<file path="src/rtl/cecs_pkg.sv">
// event selection and counting package: codes, masks, widths, carriers
// assumes every occurrence input comes from core logic on the same clock
// What this block does
// [RULE1] code 0CH mask 02H counts each core cycle spent in a page walk
// [RULE2] code 10H mask 00H counts float compute micro-ops, first counter only
// [RULE3] code 11H mask 00H counts float ops needing microcode assist, second only
// [RULE4] vector assist: denormal input without denormals-as-zero, underflow without flush-to-zero
// [RULE5] stack assist: NaN/denormal load or memory input, divide by zero, underflow
// [RULE6] code 12H mask 00H counts integer and float multiplies, second only
// [RULE7] code 13H mask 00H counts divides and square roots, second only
// [RULE8] code 14H mask 00H counts divider busy cycles, first counter only
// [RULE9] code 18H counts divider busy with all else idle, first only
// [RULE10] divider-only: ignore micro-ops dispatched before divider start, loads hit L1
// [RULE11] code 19H mask 00H counts float bypass penalties from other units, second only
// [RULE12] code 19H mask 01H counts vector bypass penalties, second counter only
// [RULE13] add all occurrences each cycle; unsupported code and mask pair counts nothing
package cecs_pkg;
   localparam int CECS_CNT_W  = 40;
   localparam int CECS_INC_W  = 3;
   localparam int CECS_UNITS  = 4;
   localparam int CECS_LOAD_W = 2;
   // loads are assumed to hit the first-level data cache, so they finish in fixed time
   localparam logic [CECS_LOAD_W-1:0] CECS_LOAD_HIT_CYCLES = 2'h3;

   localparam logic [7:0] CECS_CODE_PAGE_WALK = 8'h0c;
   localparam logic [7:0] CECS_CODE_FP_UOP    = 8'h10;
   localparam logic [7:0] CECS_CODE_ASSIST    = 8'h11;
   localparam logic [7:0] CECS_CODE_MUL       = 8'h12;
   localparam logic [7:0] CECS_CODE_DIV       = 8'h13;
   localparam logic [7:0] CECS_CODE_DIV_BUSY  = 8'h14;
   localparam logic [7:0] CECS_CODE_DIV_IDLE  = 8'h18;
   localparam logic [7:0] CECS_CODE_BYPASS    = 8'h19;
   localparam logic [7:0] CECS_MASK_ZERO      = 8'h00;
   localparam logic [7:0] CECS_MASK_SIMD      = 8'h01;
   localparam logic [7:0] CECS_MASK_CYCLES    = 8'h02;

   localparam logic [CECS_CNT_W-1:0] CECS_CNT_RESET = 40'h00_0000_0000;

   typedef enum logic [3:0] {
      CECS_EVT_NONE      = 4'h0,
      CECS_EVT_PAGE_WALK = 4'h1,
      CECS_EVT_FP_UOP    = 4'h2,
      CECS_EVT_ASSIST    = 4'h3,
      CECS_EVT_MUL       = 4'h4,
      CECS_EVT_DIV       = 4'h5,
      CECS_EVT_DIV_BUSY  = 4'h6,
      CECS_EVT_DIV_IDLE  = 4'h7,
      CECS_EVT_FP_BYP    = 4'h8,
      CECS_EVT_SIMD_BYP  = 4'h9
   } cecs_evt_e;

   typedef struct packed {
      logic [7:0] code;
      logic [7:0] umask;
   } cecs_sel_s;

   typedef struct packed {
      logic vec_valid;
      logic vec_denormal_in;
      logic vec_underflow;
      logic denormals_as_zero_flag;
      logic flush_underflow_to_zero_flag;
      logic stk_nan_denormal_load;
      logic stk_div_by_zero;
      logic stk_underflow;
   } cecs_assist_s;

   typedef struct packed {
      logic [CECS_INC_W-1:0] page_walk;
      logic [CECS_INC_W-1:0] float_compute_uop_event;
      logic [CECS_INC_W-1:0] float_assist_event;
      logic [CECS_INC_W-1:0] multiply_event;
      logic [CECS_INC_W-1:0] divide;
      logic [CECS_INC_W-1:0] div_busy;
      logic [CECS_INC_W-1:0] div_only;
      logic [CECS_INC_W-1:0] float_bypass_penalty_event;
      logic [CECS_INC_W-1:0] vector_bypass_penalty_event;
   } cecs_occ_s;
endpackage

</file>
<file path="src/rtl/cecs_event_mux.sv">
// picks one counter's per-cycle increment from the occurrence bundle
// assumes the selection is stable while counting; purely combinational
`timescale 1ns/1ps
module cecs_event_mux
   import cecs_pkg::*;
#(
   parameter int CTR_ID = 0
) (
   input  cecs_sel_s             sel,
   input  cecs_occ_s             occ,
   output logic [CECS_INC_W-1:0] incr,
   output logic                  supported
);
   // decoding shared by both counter instances lives here once
   function automatic cecs_evt_e evt_decode(input cecs_sel_s s);
      cecs_evt_e e;
      e = CECS_EVT_NONE;
      if (s.code == CECS_CODE_PAGE_WALK && s.umask == CECS_MASK_CYCLES) begin
         e = CECS_EVT_PAGE_WALK;
      end else if (s.code == CECS_CODE_FP_UOP && s.umask == CECS_MASK_ZERO) begin
         e = CECS_EVT_FP_UOP;
      end else if (s.code == CECS_CODE_ASSIST && s.umask == CECS_MASK_ZERO) begin
         e = CECS_EVT_ASSIST;
      end else if (s.code == CECS_CODE_MUL && s.umask == CECS_MASK_ZERO) begin
         e = CECS_EVT_MUL;
      end else if (s.code == CECS_CODE_DIV && s.umask == CECS_MASK_ZERO) begin
         e = CECS_EVT_DIV;
      end else if (s.code == CECS_CODE_DIV_BUSY && s.umask == CECS_MASK_ZERO) begin
         e = CECS_EVT_DIV_BUSY;
      end else if (s.code == CECS_CODE_DIV_IDLE && s.umask == CECS_MASK_ZERO) begin
         e = CECS_EVT_DIV_IDLE;
      end else if (s.code == CECS_CODE_BYPASS && s.umask == CECS_MASK_ZERO) begin
         e = CECS_EVT_FP_BYP;
      end else if (s.code == CECS_CODE_BYPASS && s.umask == CECS_MASK_SIMD) begin
         e = CECS_EVT_SIMD_BYP;
      end
      return e;
   endfunction

   // some events exist on only one of the two general counters
   function automatic logic evt_allowed(input cecs_evt_e e, input int ctr);
      logic ok;
      ok = 1'b0;
      case (e)
         CECS_EVT_PAGE_WALK: ok = 1'b1;
         CECS_EVT_FP_UOP:    ok = (ctr == 0);   // see [RULE2]
         CECS_EVT_ASSIST:    ok = (ctr == 1);   // see [RULE3]
         CECS_EVT_MUL:       ok = (ctr == 1);   // see [RULE6]
         CECS_EVT_DIV:       ok = (ctr == 1);   // see [RULE7]
         CECS_EVT_DIV_BUSY:  ok = (ctr == 0);   // see [RULE8]
         CECS_EVT_DIV_IDLE:  ok = (ctr == 0);   // see [RULE9]
         CECS_EVT_FP_BYP:    ok = (ctr == 1);   // see [RULE11]
         CECS_EVT_SIMD_BYP:  ok = (ctr == 1);   // see [RULE12]
         default:            ok = 1'b0;
      endcase
      return ok;
   endfunction

   cecs_evt_e evt;

   always_comb begin
      evt       = evt_decode(sel);
      supported = evt_allowed(evt, CTR_ID);
      incr      = '0;
      if (supported) begin
         case (evt)
            CECS_EVT_PAGE_WALK: incr = occ.page_walk;                    // see [RULE1]
            CECS_EVT_FP_UOP:    incr = occ.float_compute_uop_event;      // see [RULE2]
            CECS_EVT_ASSIST:    incr = occ.float_assist_event;           // see [RULE3]
            CECS_EVT_MUL:       incr = occ.multiply_event;               // see [RULE6]
            CECS_EVT_DIV:       incr = occ.divide;                       // see [RULE7]
            CECS_EVT_DIV_BUSY:  incr = occ.div_busy;                     // see [RULE8]
            CECS_EVT_DIV_IDLE:  incr = occ.div_only;                     // see [RULE9]
            CECS_EVT_FP_BYP:    incr = occ.float_bypass_penalty_event;   // see [RULE11]
            CECS_EVT_SIMD_BYP:  incr = occ.vector_bypass_penalty_event;  // see [RULE12]
            default:            incr = '0;                               // see [RULE13]
         endcase
      end
   end
endmodule

</file>
<file path="src/rtl/cecs_top.sv">
// two general counters fed by the event selection and occurrence logic
// assumes all occurrence inputs are reported by core units on CLK, one report per cycle
// assumes divider busy is a level and unit dispatch and done are single-cycle pulses
`timescale 1ns/1ps
module cecs_top
   import cecs_pkg::*;
(
   input  wire logic                  CLK,
   input  wire logic                  RESET,
   input  wire cecs_sel_s             SELECT0,
   input  wire cecs_sel_s             SELECT1,
   input  wire logic [1:0]            COUNT_ENABLE,
   input  wire logic [1:0]            COUNT_CLEAR,
   input  wire logic                  PAGE_WALK_ACTIVE,
   input  wire logic [CECS_INC_W-1:0] FP_UOP_EXECUTED,
   input  wire cecs_assist_s          ASSIST,
   input  wire logic [CECS_INC_W-1:0] MUL_EXECUTED,
   input  wire logic [CECS_INC_W-1:0] DIV_EXECUTED,
   input  wire logic                  DIV_BUSY,
   input  wire logic [CECS_UNITS-1:0] UNIT_DISPATCH,
   input  wire logic [CECS_UNITS-1:0] UNIT_DONE,
   input  wire logic                  LOAD_DISPATCH,
   input  wire logic [CECS_INC_W-1:0] FP_BYPASS_PENALTY,
   input  wire logic [CECS_INC_W-1:0] SIMD_BYPASS_PENALTY,
   output logic [CECS_CNT_W-1:0]      COUNT0,
   output logic [CECS_CNT_W-1:0]      COUNT1,
   output logic [1:0]                 SELECT_SUPPORTED
);
   typedef struct packed {
      logic [CECS_CNT_W-1:0]  cnt0;
      logic [CECS_CNT_W-1:0]  cnt1;
      logic [1:0]             supported;
      logic [CECS_UNITS-1:0]  unit_inflight;
      logic [CECS_LOAD_W-1:0] load_left;
   } cecs_state_s;

   cecs_state_s           state_reg;
   cecs_state_s           state_next;
   cecs_occ_s             occ;
   logic [CECS_INC_W-1:0] incr0;
   logic [CECS_INC_W-1:0] incr1;
   logic                  sup0;
   logic                  sup1;
   logic [CECS_UNITS-1:0] inflight_next;
   logic                  vec_assist;
   logic                  stk_assist;
   logic                  others_active;

   // a unit is tracked only if its micro-op went out while the divider was running;
   // older work is ignored on purpose, so a long op issued before the divide does
   // not hide idle cycles
   genvar u;
   generate
      for (u = 0; u < CECS_UNITS; u++) begin : g_unit
         always_comb begin
            if (!DIV_BUSY) begin
               inflight_next[u] = 1'b0;
            end else if (UNIT_DISPATCH[u]) begin
               // dispatch beats a same-cycle done so the new micro-op is not lost
               inflight_next[u] = 1'b1;                               // see [RULE10]
            end else if (UNIT_DONE[u]) begin
               inflight_next[u] = 1'b0;
            end else begin
               inflight_next[u] = state_reg.unit_inflight[u];
            end
         end
      end
   endgenerate

   always_comb begin
      // one assist per instruction even if several conditions hold
      vec_assist = ASSIST.vec_valid &&
                   ((ASSIST.vec_denormal_in && !ASSIST.denormals_as_zero_flag) ||
                    (ASSIST.vec_underflow && !ASSIST.flush_underflow_to_zero_flag)); // see [RULE4]
      stk_assist = ASSIST.stk_nan_denormal_load || ASSIST.stk_div_by_zero ||
                   ASSIST.stk_underflow;                               // see [RULE5]

      // a load dispatched during the divide keeps the machine busy for a fixed hit time
      others_active = (|state_reg.unit_inflight) || (|(UNIT_DISPATCH & {CECS_UNITS{DIV_BUSY}})) ||
                      (state_reg.load_left != '0) || (LOAD_DISPATCH && DIV_BUSY); // see [RULE10]

      occ                             = '0;
      occ.page_walk                   = {{(CECS_INC_W-1){1'b0}}, PAGE_WALK_ACTIVE}; // see [RULE1]
      occ.float_compute_uop_event     = FP_UOP_EXECUTED;                            // see [RULE2]
      occ.float_assist_event          = CECS_INC_W'({1'b0, vec_assist} +
                                                    {1'b0, stk_assist});            // see [RULE3]
      occ.multiply_event              = MUL_EXECUTED;                               // see [RULE6]
      occ.divide                      = DIV_EXECUTED;                               // see [RULE7]
      occ.div_busy                    = {{(CECS_INC_W-1){1'b0}}, DIV_BUSY};         // see [RULE8]
      occ.div_only                    = {{(CECS_INC_W-1){1'b0}},
                                         DIV_BUSY && !others_active};               // see [RULE9]
      // each bypass case costs exactly one penalty cycle, so cases and cycles agree
      occ.float_bypass_penalty_event  = FP_BYPASS_PENALTY;                          // see [RULE11]
      occ.vector_bypass_penalty_event = SIMD_BYPASS_PENALTY;                        // see [RULE12]
   end

   cecs_event_mux #(
      .CTR_ID (0)
   ) u_mux0 (
      .sel       (SELECT0),
      .occ       (occ),
      .incr      (incr0),
      .supported (sup0)
   );

   cecs_event_mux #(
      .CTR_ID (1)
   ) u_mux1 (
      .sel       (SELECT1),
      .occ       (occ),
      .incr      (incr1),
      .supported (sup1)
   );

   always_comb begin
      state_next               = state_reg;
      state_next.supported     = {sup1, sup0};
      state_next.unit_inflight = inflight_next;

      if (!DIV_BUSY) begin
         state_next.load_left = '0;
      end else if (LOAD_DISPATCH) begin
         state_next.load_left = CECS_LOAD_HIT_CYCLES;                  // see [RULE10]
      end else if (state_reg.load_left != '0) begin
         state_next.load_left = state_reg.load_left - 1'b1;
      end

      // clear wins over a same-cycle increment; counters wrap silently
      if (COUNT_CLEAR[0]) begin
         state_next.cnt0 = CECS_CNT_RESET;
      end else if (COUNT_ENABLE[0]) begin
         state_next.cnt0 = state_reg.cnt0 + CECS_CNT_W'(incr0);        // see [RULE13]
      end

      if (COUNT_CLEAR[1]) begin
         state_next.cnt1 = CECS_CNT_RESET;
      end else if (COUNT_ENABLE[1]) begin
         state_next.cnt1 = state_reg.cnt1 + CECS_CNT_W'(incr1);        // see [RULE13]
      end
   end

   always_ff @(posedge CLK or posedge RESET) begin
      if (RESET) begin
         state_reg.cnt0          <= CECS_CNT_RESET;
         state_reg.cnt1          <= CECS_CNT_RESET;
         state_reg.supported     <= 2'h0;
         state_reg.unit_inflight <= '0;
         state_reg.load_left     <= '0;
      end else begin
         state_reg <= state_next;
      end
   end

   assign COUNT0           = state_reg.cnt0;
   assign COUNT1           = state_reg.cnt1;
   assign SELECT_SUPPORTED = state_reg.supported;
endmodule

</file>
<file path="config.mk">
export PLATFORM = sky130hd
export DESIGN_NAME = cecs_top
export DESIGN_NICKNAME = d
export VERILOG_FILES = /design/src/rtl/cecs_pkg.sv /design/src/rtl/cecs_event_mux.sv /design/src/rtl/cecs_top.sv
export SDC_FILE = /design/constraint.sdc
export NUM_CORES = 1
export LEC_CHECK = 0
export ABC_AREA = 1
export BUFFER_PORTS_ARGS = -buffer_cell sky130_fd_sc_hd__buf_2
export CAP_MARGIN = 20
export CORE_ASPECT_RATIO = 0.75
export CORE_MARGIN = 5
export CORE_UTILIZATION = 50
export CTS_BUF_LIST = sky130_fd_sc_hd__clkbuf_16
export CTS_CLUSTER_SIZE = 25
export DETAILED_ROUTE_END_ITERATION = 8
export PLACE_DENSITY_LB_ADDON = 0.2
export SLEW_MARGIN = 20
export SYNTH_ARGS = -nofsm -noshare
export SYNTH_HDL_FRONTEND = slang
export SYNTH_SLANG_ARGS = --single-unit
export TNS_END_PERCENT = 20
</file>
<file path="constraint.sdc">
create_clock -name CLK -period 7.53 [get_ports CLK]
set_input_delay 1.8825 -clock CLK [delete_from_list [all_inputs] [get_ports CLK]]
set_output_delay 1.8825 -clock CLK [all_outputs]
set_load 0.02 [all_outputs]
</file>
; ---- After elaboration in Yosys (flattened, before gate mapping)
; Memory sizes are Yosys's and may differ from the RTL's.
; Index checks and enable logic that the tools add are counted.
[word_totals]
register_bits = 88
memories = 2
out_inout_bits = 82
romBits = 32
wordCells = 138
in_bits = 72
[classes]
eq_ne = 43
n_addsub = 4
n_reduce_logical = 39
n_mux = 41
bitwise = 1
[mem_list]
columns = name, words, width, read_ports, rd_ports_with_merged_regs, wr, line_no
row1 = (name not given), 16, 1, 1, 0, 0, cecs_event_mux.sv:44  ; case (e)
row2 = (name not given), 16, 1, 1, 0, 0, cecs_event_mux.sv:44
[op_table]
columns = cell, n
row1 = 2-to-1 mux 40 bit, 4
row2 = == test 8 x 5 -> 1 bit (second input constant), 14
row3 = adder 40 x 3 -> 40 bit, 2
row4 = 2-to-1 mux 4 bit, 18
row5 = one-hot mux 3 bit (9 select lines), 2
row6 = == test 4 x 3 -> 1 bit (second input constant), 8
row7 = logical AND 1 bit, 23
row8 = == test 4 x 2 -> 1 bit (second input constant), 4
row9 = == test 4 bit (second input constant), 4
row10 = == test 8 x 1 -> 1 bit (second input constant), 2
row11 = == test 8 x 2 -> 1 bit (second input constant), 2
row12 = == test 8 x 4 -> 1 bit (second input constant), 2
row13 = logical NOT 8 bit, 2
row14 = != test 3 x 1 -> 1 bit (second input constant), 5
row15 = 2-to-1 mux 1 bit, 12
row16 = == test 4 x 1 -> 1 bit (second input constant), 2
row17 = OR reduction 4 bit, 2
row18 = logical OR 1 bit, 6
row19 = 2-to-1 mux 2 bit, 3
row20 = 2-to-1 mux 3 bit, 2
row21 = nonzero test 2 bit, 3
row22 = bitwise AND 4 bit, 1
row23 = logical NOT 1 bit, 3
row24 = adder 1 x 1 -> 2 bit, 1
row25 = subtractor 2 x 1 -> 2 bit (second input constant), 1

; ---- Logic depth before layout (Yosys ltp)
; Gate-level depths: netlist (run 1).
[logic_depth]
depth_word = 17
depth_mapped = 32
ltp_nobuf = 32

; ---- Cells and area by module
; A second synthesis (run 1) with hierarchy kept.
[hier_totals]
cells_unflattened = 1101
hier_area_um2 = 7188.1
[by_module_without_submodules]
columns = mod, seq_area_each_um2, instances, area_each_um2, cells_each
row1 = cecs_top, 2202.1, 1, 5973.2, 866
row2 = cecs_event_mux (u_mux0), 0.0, 1, 651.9, 129
row3 = cecs_event_mux (u_mux1), 0.0, 1, 563.0, 106

; ---- Worst setup path after synthesis (run 1)
; No wires, ideal clock.
[synth_path]
path_type = input to register
start = input SELECT0[13] (netlist name)
end = register state_reg, in the netlist COUNT0[12]
required_time_ps = 7407
path_buffers = 0
cell_stages = 24
setup_time_ps = 123
arrival_time_ps = 5188
path_slack_ps = 2219
path_cell_list = nand3b_2 -> nor2_1 -> nand4_1 -> inv_1 -> a2111oi_0 -> ha_1 -> nand3_1 -> o21ai_0 -> nor2_1 -> nand3b_1 -> nand2_1 -> inv_1 -> ha_1 -> inv_1 -> fa_1 -> nor2_1 -> o21ai_0 -> inv_1 -> nand2_1 -> nor2_1 -> nand2_1 -> nor2_1 -> nand2_1 -> o221a_2
[synth_via]
elab_chain_cells = 17
elab_cells_between_ends = 41
cone_classes = add/sub: 1 / eq/ne: 17 / mux: 13 / reduce/logical: 9 / memory: 1
[synth_lines]
columns = element, line_no
row1 = "start, declared", cecs_top.sv:10  ; input wire cecs_sel_s SELECT0,
row2 = == test 8 x 5 -> 1 bit, "cecs_event_mux.sv:32, cecs_event_mux.sv:34"
row3 = logical AND 1 bit, cecs_event_mux.sv:34  ; end else if (s.code == CECS_CODE_BYPASS && s.umask == CECS_MASK_SIMD) begin
row4 = 2-to-1 mux 4 bit, cecs_event_mux.sv:34
row5 = 2-to-1 mux 4 bit, cecs_event_mux.sv:32  ; end else if (s.code == CECS_CODE_BYPASS && s.umask == CECS_MASK_ZERO) begin
row6 = 2-to-1 mux 4 bit, cecs_event_mux.sv:30  ; end else if (s.code == CECS_CODE_DIV_IDLE && s.umask == CECS_MASK_ZERO) begin
row7 = 2-to-1 mux 4 bit, cecs_event_mux.sv:28  ; end else if (s.code == CECS_CODE_DIV_BUSY && s.umask == CECS_MASK_ZERO) begin
row8 = 2-to-1 mux 4 bit, cecs_event_mux.sv:26  ; end else if (s.code == CECS_CODE_DIV && s.umask == CECS_MASK_ZERO) begin
row9 = 2-to-1 mux 4 bit, cecs_event_mux.sv:24  ; end else if (s.code == CECS_CODE_MUL && s.umask == CECS_MASK_ZERO) begin
row10 = 2-to-1 mux 4 bit, cecs_event_mux.sv:22  ; end else if (s.code == CECS_CODE_ASSIST && s.umask == CECS_MASK_ZERO) begin
row11 = 2-to-1 mux 4 bit, cecs_event_mux.sv:20  ; end else if (s.code == CECS_CODE_FP_UOP && s.umask == CECS_MASK_ZERO) begin
row12 = 2-to-1 mux 4 bit (*), cecs_event_mux.sv:18  ; if (s.code == CECS_CODE_PAGE_WALK && s.umask == CECS_MASK_CYCLES) begin
row13 = "== test 4 bit, or another cell as far along", cecs_event_mux.sv:66  ; case (evt)
row14 = one-hot mux 3 bit (9 select lines), cecs_event_mux.sv:66
row15 = 2-to-1 mux 3 bit (*), cecs_event_mux.sv:65  ; if (supported) begin
row16 = adder 40 x 3 -> 40 bit (*), cecs_top.sv:132  ; state_next.cnt0 = state_reg.cnt0 + CECS_CNT_W'(incr0);
row17 = 2-to-1 mux 40 bit (*), cecs_top.sv:131  ; end else if (COUNT_ENABLE[0]) begin
row18 = 2-to-1 mux 40 bit (*), cecs_top.sv:129  ; if (COUNT_CLEAR[0]) begin
row19 = "end signal, assigned", cecs_top.sv:150  ; state_reg <= state_next;
row20 = "end, declared", cecs_top.sv:37  ; cecs_state_s state_reg;
; Every way passes the cells marked *; elsewhere a longest branch is shown, timed or not. The select of a mux whose other input is x is not followed.
; A chain may end at the register's enable or synchronous reset.

; ---- Worst setup path after layout (run 1)
[layout_path]
start = input SELECT0[15] (netlist name)
end = register state_reg, in the netlist COUNT0[28]
; The elaborated chain is that of the path after synthesis.

==> results of run 1 <==
==> stage by stage <==
stage	instance area, sq um	hold slack (ns)
6_report	7210	0.498
2_1_floorplan	6560	0.435
3_3_place_gp	6900	0.479
4_1_cts	7210	0.498
5_1_grt	7210	0.511
3_5_place_dp	6900	0.487
==> cells in the mapped netlist, types with 2 or more instances <==
master,instances,share of area
nor3_2,3,0.0046
dfrtp_1,88,0.34
o31ai_1,2,0.0023
fa_1,2,0.0061
nand2_2,4,0.0038
a21oi_1,58,0.044
nor2_1,105,0.060
nand2_1,159,0.091
o21ai_0,55,0.042
nand3_1,60,0.046
nor2_2,5,0.0048
nand4_2,2,0.0038
nand3_2,3,0.0046
or3_1,2,0.0019
nor4_1,9,0.0086
xor2_1,5,0.0067
ha_1,12,0.023
a22oi_1,2,0.0023
nand4_1,31,0.030
nor2_4,6,0.010
and3_1,4,0.0038
inv_2,5,0.0029
clkbuf_1,6,0.0034
o21ai_1,4,0.0031
inv_1,136,0.078
a31oi_1,4,0.0038
buf_4,83,0.095
nand3b_1,3,0.0034
o22ai_1,3,0.0029
nor3b_1,5,0.0057
nor4_4,2,0.0065
nor3_1,38,0.029
and2_1,2,0.0019
o211ai_1,2,0.0023
o21a_1,7,0.0080
==> power by group through the flow <==
stage | combinational (mW) | sequential, mW | clock [mW]
after floorplan | 0.0344 | 0.485 | 0
after global placement | 0.0671 | 0.485 | 0
after detailed placement | 0.0676 | 0.485 | 0
after CTS | 0.0679 | 0.476 | 0.483
after global routing | 0.0768 | 0.476 | 0.500
final | 0.0673 | 0.476 | 0.471
==> routing by layer <==
layer	vias to the layer above	wire (um)	track usage
li1	3144	-	-
met1	2768	7870	0.301
met2	183	7350	0.339
met3	11	1060	0.0447
met4	0	134	0.0336
met5	-	0	0
==> worst max-delay path by stage <==
stage / from / end / slack (ns) / cells past startpoint
after floorplan: SELECT0[13] / COUNT0[12]$_DFFE_PP0P_ / 2.22 / 24
after global placement: SELECT0[15] / COUNT0[12]$_DFFE_PP0P_ / 1.75 / 26
after detailed placement: SELECT0[15] / COUNT0[26]$_DFFE_PP0P_ / 1.62 / 27
after CTS: SELECT0[15] / COUNT0[28]$_DFFE_PP0P_ / 1.95 / 27
after global routing: SELECT0[7] / COUNT0[28]$_DFFE_PP0P_ / 1.37 / 27
final: SELECT0[15] / COUNT0[28]$_DFFE_PP0P_ / 1.90 / 27
==> logic make-up after synthesis <==
logic type / after synthesis / synth area share
xor+xnor: 5 / 0.00668
simple gates: 447 / 0.326
flops: 88 / 0.336
fa+ha+maj: 14 / 0.0290
compound gates: 144 / 0.121
buf+inv: 233 / 0.181
==> area by class of cell <==
class                           count  area (sq um)  share of cell area
Clock inverter                      7          87.6              0.0122
Sequential cell                    88          2200               0.306
Inverter                          143           541              0.0750
Multi-Input combinational cell    610          3170               0.439
Tap cell                          171           214              0.0297
Clock buffer                        9           225              0.0312
Timing Repair Buffer              154           773               0.107
==> worst max-delay path, cell delays in order <==
cell,delay [ns]
buf_2,0.08
nor2_2,0.04
nand3b_2,0.12
nor2_1,0.09
nand4_1,0.13
inv_1,0.05
a2111oi_0,0.68
ha_1,0.33
nand3_1,0.11
o21ai_0,0.18
nor2_1,0.07
nand3b_1,0.09
nand2_1,0.05
inv_1,0.05
ha_1,0.15
inv_1,0.06
fa_1,0.41
nor2_1,0.14
o21ai_0,0.12
inv_1,0.12
nand2_1,0.07
inv_1,0.05
nand4_1,0.12
nor2_1,0.20
nand4_1,0.18
o21ai_0,0.19
nor2_1,0.06
==> reports/metrics.csv, run 1 <==
metric,value,unit
outcome,"complete, no violations",
die_y,109,um
dp_cells,1166,
wl_per_cell,13.9,um
setup_viol,0,
syn2layout_area_growth,9.92,%
post_cts_buffers,0,
hpwl,12900,um
core-area,12900,sq um
async_flop_share,1.00,
rows,36,
chipWidth,142,um
hold_depth,1,
drt_iter0_drc,469,
syn_area,6560,sq um
arrival,5.84,ns
start_util,0.507,
fin_cells,1182,
ys.flop_type,dfrtp_1,
path_clk_slew,0.06,ns
final_common_cell,nand2_1,
cts_buffers,9,
synth_nets,1017,
rsz0062_at_grt,no,
grt_antenna_before_repair,0,
leakage,3.66,nW
ys_seq_elements,88,
worstRegToRegCells,22,
drive_above_1_share,0.203,
cts_tree,yes,
post_cts_resized,0,
combPwrFrac,0.066,
cts_max_level,3,
netSwitchingFraction,0.225,
ir_drop,0.118,mV
power_density,141,nW/um^2
drtAntennaViolNets,0,
layout_common_cells,"nand2_1, buf_2, inv_1, nor2_1, dfrtp_1",
grt_usage,0.211,
grt_overflow,0,
final_nets,1092,
syn_area_per_cell,7.04,sq um
crit_fanout,4,
period_share,0.747,
worstHoldStart,COUNT1[39]$_DFFE_PP0P_,
place_congestion,0.953,
clock_sinks,88,
antenna_cells,0,
top_level_ports,154,
pwr-share-clk,0.464,
rr_startpoint,state_reg[0]$_DFFE_PP0P_,
fillers,1284,
route.detailed.drc,0,
fin_ws,1.90,ns
p_int,0.786,mW
timing_max_transition_violations_final,0,
wl,16400,um
grt_pass1_vias,5703,
max_cap_violations,0,
netSwitchingPower,0.228,mW
port_buffers,153,
cts_buffer_depth,2,
synth_edf_count,0,
vias_per_cell,5.17,
fin_worst_skew,0.00818,ns
cts-root-buf,clkbuf_16,
fmax,0.178,GHz
r2r_setup_slack,3.52,ns
total_power,1.01,mW
syn_inst,931,
worstMarginPinSlew,0.955,ns
clock_latency,0.33,ns
hold_class,flip-flop to flip-flop,
worstPathRequired,7.75,ns
seqPwrFrac,0.469,
vias,6106,
relSlewSlack,0.362,
cp-start-kind,primary input,
yosysWarnings,0,
drt_first_pass_iters,5,
rr_endpoint,COUNT1[36]$_DFFE_PP0P_,
ys_types,49,
grt_pass1_wl,27000,um
die-area,15500,sq um
ctsHoldBuffers,0,
post-route-util,0.558,
period_needed,5.63,ns
min_to,COUNT1[39]$_DFFE_PP0P_,
crit_type,primary input to flip-flop,
yosysSeqAreaShare,0.336,
hold_viol_final,0,
dp_slack,1.62,ns
grt_max_degree,68,
worst_setup_path_end_kind,flip-flop,
tns,0,ns
Note: power is estimated with default switching activity, not from simulation.
==> run 2, diff against run 1 <==
==> constraint.sdc (replaced) <==
create_clock -name CLK -period 5.17 [get_ports CLK]
set_input_delay 1.2925 -clock CLK [delete_from_list [all_inputs] [get_ports CLK]]
set_output_delay 1.2925 -clock CLK [all_outputs]
set_load 0.02 [all_outputs]
==> run 2 against run 1 <==
Against the previous run: sequential share of layout area barely moved; flip-flop and latch count did not move; highest routed layer unchanged; routed wire length rose by 1.4%; first-iteration DRC count fell by 16%; register-to-register slack got worse by 2.2 ns; die area did not move; final area rose by 0.14%; sequential power rose by 46%; final cell count rose by 0.42%; combinational power rose by 46%; total power rose by 35%.
==> reports/metrics.csv, run 2 (same netlist as run 1, synthesis figures left out) <==
metric,value,unit,change
outcome,"complete, no violations",,unchanged
top_level_ports,154,,unchanged
multi_input_area,3190,sq um,was 3170 sq um
clock_latency,0.33,ns,about the same
final_common_cell,nand2_1,,unchanged
grt_pass1_wl,27800,um,was 27000 um
cts-root-buf,clkbuf_16,,unchanged
cp-start-kind,primary input,,unchanged
tns,0,ns,unchanged
cts_tree,yes,,unchanged
rows,36,,unchanged
grt_pass1_vias,5948,,was 5703
power_density,190,nW/um^2,was 141 nW/um^2
die_y,109,um,unchanged
dp_slack,0.0520,ns,was 1.62 ns
place_congestion,0.938,,was 0.953
drive_above_1_share,0.213,,was 0.203
worst_setup_path_end_kind,flip-flop,,unchanged
fin_ws,0.450,ns,was 1.90 ns
ctsHoldBuffers,0,,unchanged
start_util,0.507,,unchanged
grt_antenna_before_repair,1,,was 0
crit_fanout,5,,was 4
drt_first_pass_iters,5,,unchanged
period_share,0.913,,
ir_drop,0.140,mV,was 0.118 mV
hold_viol_final,0,,unchanged
leakage,3.67,nW,was 3.66 nW
fin_worst_skew,0.0121,ns,was 0.00818 ns
max_cap_violations,0,,unchanged
wl_per_cell,14.0,um,was 13.9 um
vias_per_cell,5.20,,was 5.17
worstPathRequired,5.44,ns,was 7.75 ns
clock_sinks,88,,unchanged
hold_class,flip-flop to flip-flop,,unchanged
final_nets,1098,,was 1092
layout_common_cells,"nand2_1, buf_2, inv_1, nor2_1, dfrtp_1",,unchanged
period_needed,4.72,ns,
drt_iter0_drc,393,,was 469
total_power,1.37,mW,was 1.01 mW
r2r_setup_slack,1.36,ns,was 3.52 ns
stdcell_area,7220,sq um,was 7210 sq um
wl,16600,um,was 16400 um
timing_max_transition_violations_final,0,,unchanged
path_common_cell,nand2_1,,
cts_max_level,3,,unchanged
grt_max_degree,49,,was 68
seqCellArea,2200,sq um,unchanged
drtAntennaViolNets,0,,unchanged
cts_buffer_depth,2,,unchanged
fillers,1323,,was 1284
max_stage_delay,0.39,ns,was 0.68 ns
syn2layout_area_growth,10.1,%,was 9.92%
cts_buffers,9,,unchanged
core-area,12900,sq um,unchanged
route.detailed.drc,0,,unchanged
worstMarginPinSlew,0.979,ns,was 0.955 ns
vias,6170,,was 6106
crit_slowest_cell,fa_1,,was a2111oi_0
setup_viol,0,,unchanged
rsz0062_at_grt,no,,unchanged
grt_usage,0.216,,was 0.211
fmax,0.212,GHz,
port_buffers,153,,unchanged
place_area,6930,sq um,was 6900 sq um
relSlewSlack,0.347,,was 0.362
crit_type,primary input to flip-flop,,unchanged
hpwl,13000,um,was 12900 um
chipWidth,142,um,unchanged
grt_overflow,0,,unchanged
path_clk_slew,0.06,ns,about the same
die-area,15500,sq um,unchanged
arrival,4.99,ns,was 5.84 ns
[run 2: metrics by stage]
step                      std cells   util  hold WS, ns
after floorplan                 931      -        0.435
after global placement         1170  0.536        0.482
after detailed placement       1170  0.536        0.488
after CTS                      1184  0.555        0.499
after global routing           1187  0.558        0.517
final                          1187  0.558        0.504
[run 2: worst paths after layout]
kind / from / end / cells past startpoint
worst max-delay path: SELECT0[3] / COUNT0[24]$_DFFE_PP0P_ / 34
worst min register to register: COUNT1[36]$_DFFE_PP0P_ / COUNT1[36]$_DFFE_PP0P_ / 1
worst min-delay path: COUNT1[36]$_DFFE_PP0P_ / COUNT1[36]$_DFFE_PP0P_ / 1
worst max register to register: state_reg[0]$_DFFE_PP0P_ / COUNT1[36]$_DFFE_PP0P_ / 23
max in group asynchronous: RESET / COUNT0[3]$_DFFE_PP0P_ / 3
min in group asynchronous: RESET / COUNT1[3]$_DFFE_PP0P_ / 2
[run 2: final cells by class]
type / count / share of cell area
Multi-Input combinational cell: 610 / 0.442
Sequential cell: 88 / 0.305
Timing Repair Buffer: 160 / 0.113
Inverter: 143 / 0.0749
Clock buffer: 9 / 0.0312
Tap cell: 171 / 0.0296
Clock inverter: 5 / 0.00381
Antenna cell: 1 / 0.000347
[run 2: where the power goes]
part | internal, mW | leakage, nW | switching (mW)
Sequential | 0.692 | 1.22 | 0.00140
Combinational | 0.0342 | 2.32 | 0.0641
Clock | 0.317 | 0.132 | 0.262
[run 2: metal layers]
metal,vias to the layer above,part of all wire,global-route usage,wire [um]
met1,2829,0.47,0.300,7860
met2,183,0.45,0.356,7560
met3,15,0.063,0.0390,1050
met5,-,0,0,0
li1,3143,-,-,-
met4,0,0.0099,0.0418,164
[run 2: timing repair]
item / in CTS / in global routing
endpoints found under the setup margin: 0 / 10
setup buffers: 0 / 2
resized for setup: 0 / 8
[run 2: critical path, delay by kind of cell]
| family | cells | cell delay (ns) |
|---|---|---|
| buffers and inverters | 9 | 0.86 |
| and+or+nand+nor | 18 | 1.72 |
| AOI/OAI and AO/OA | 4 | 0.40 |
| adders and majority gates | 3 | 0.72 |
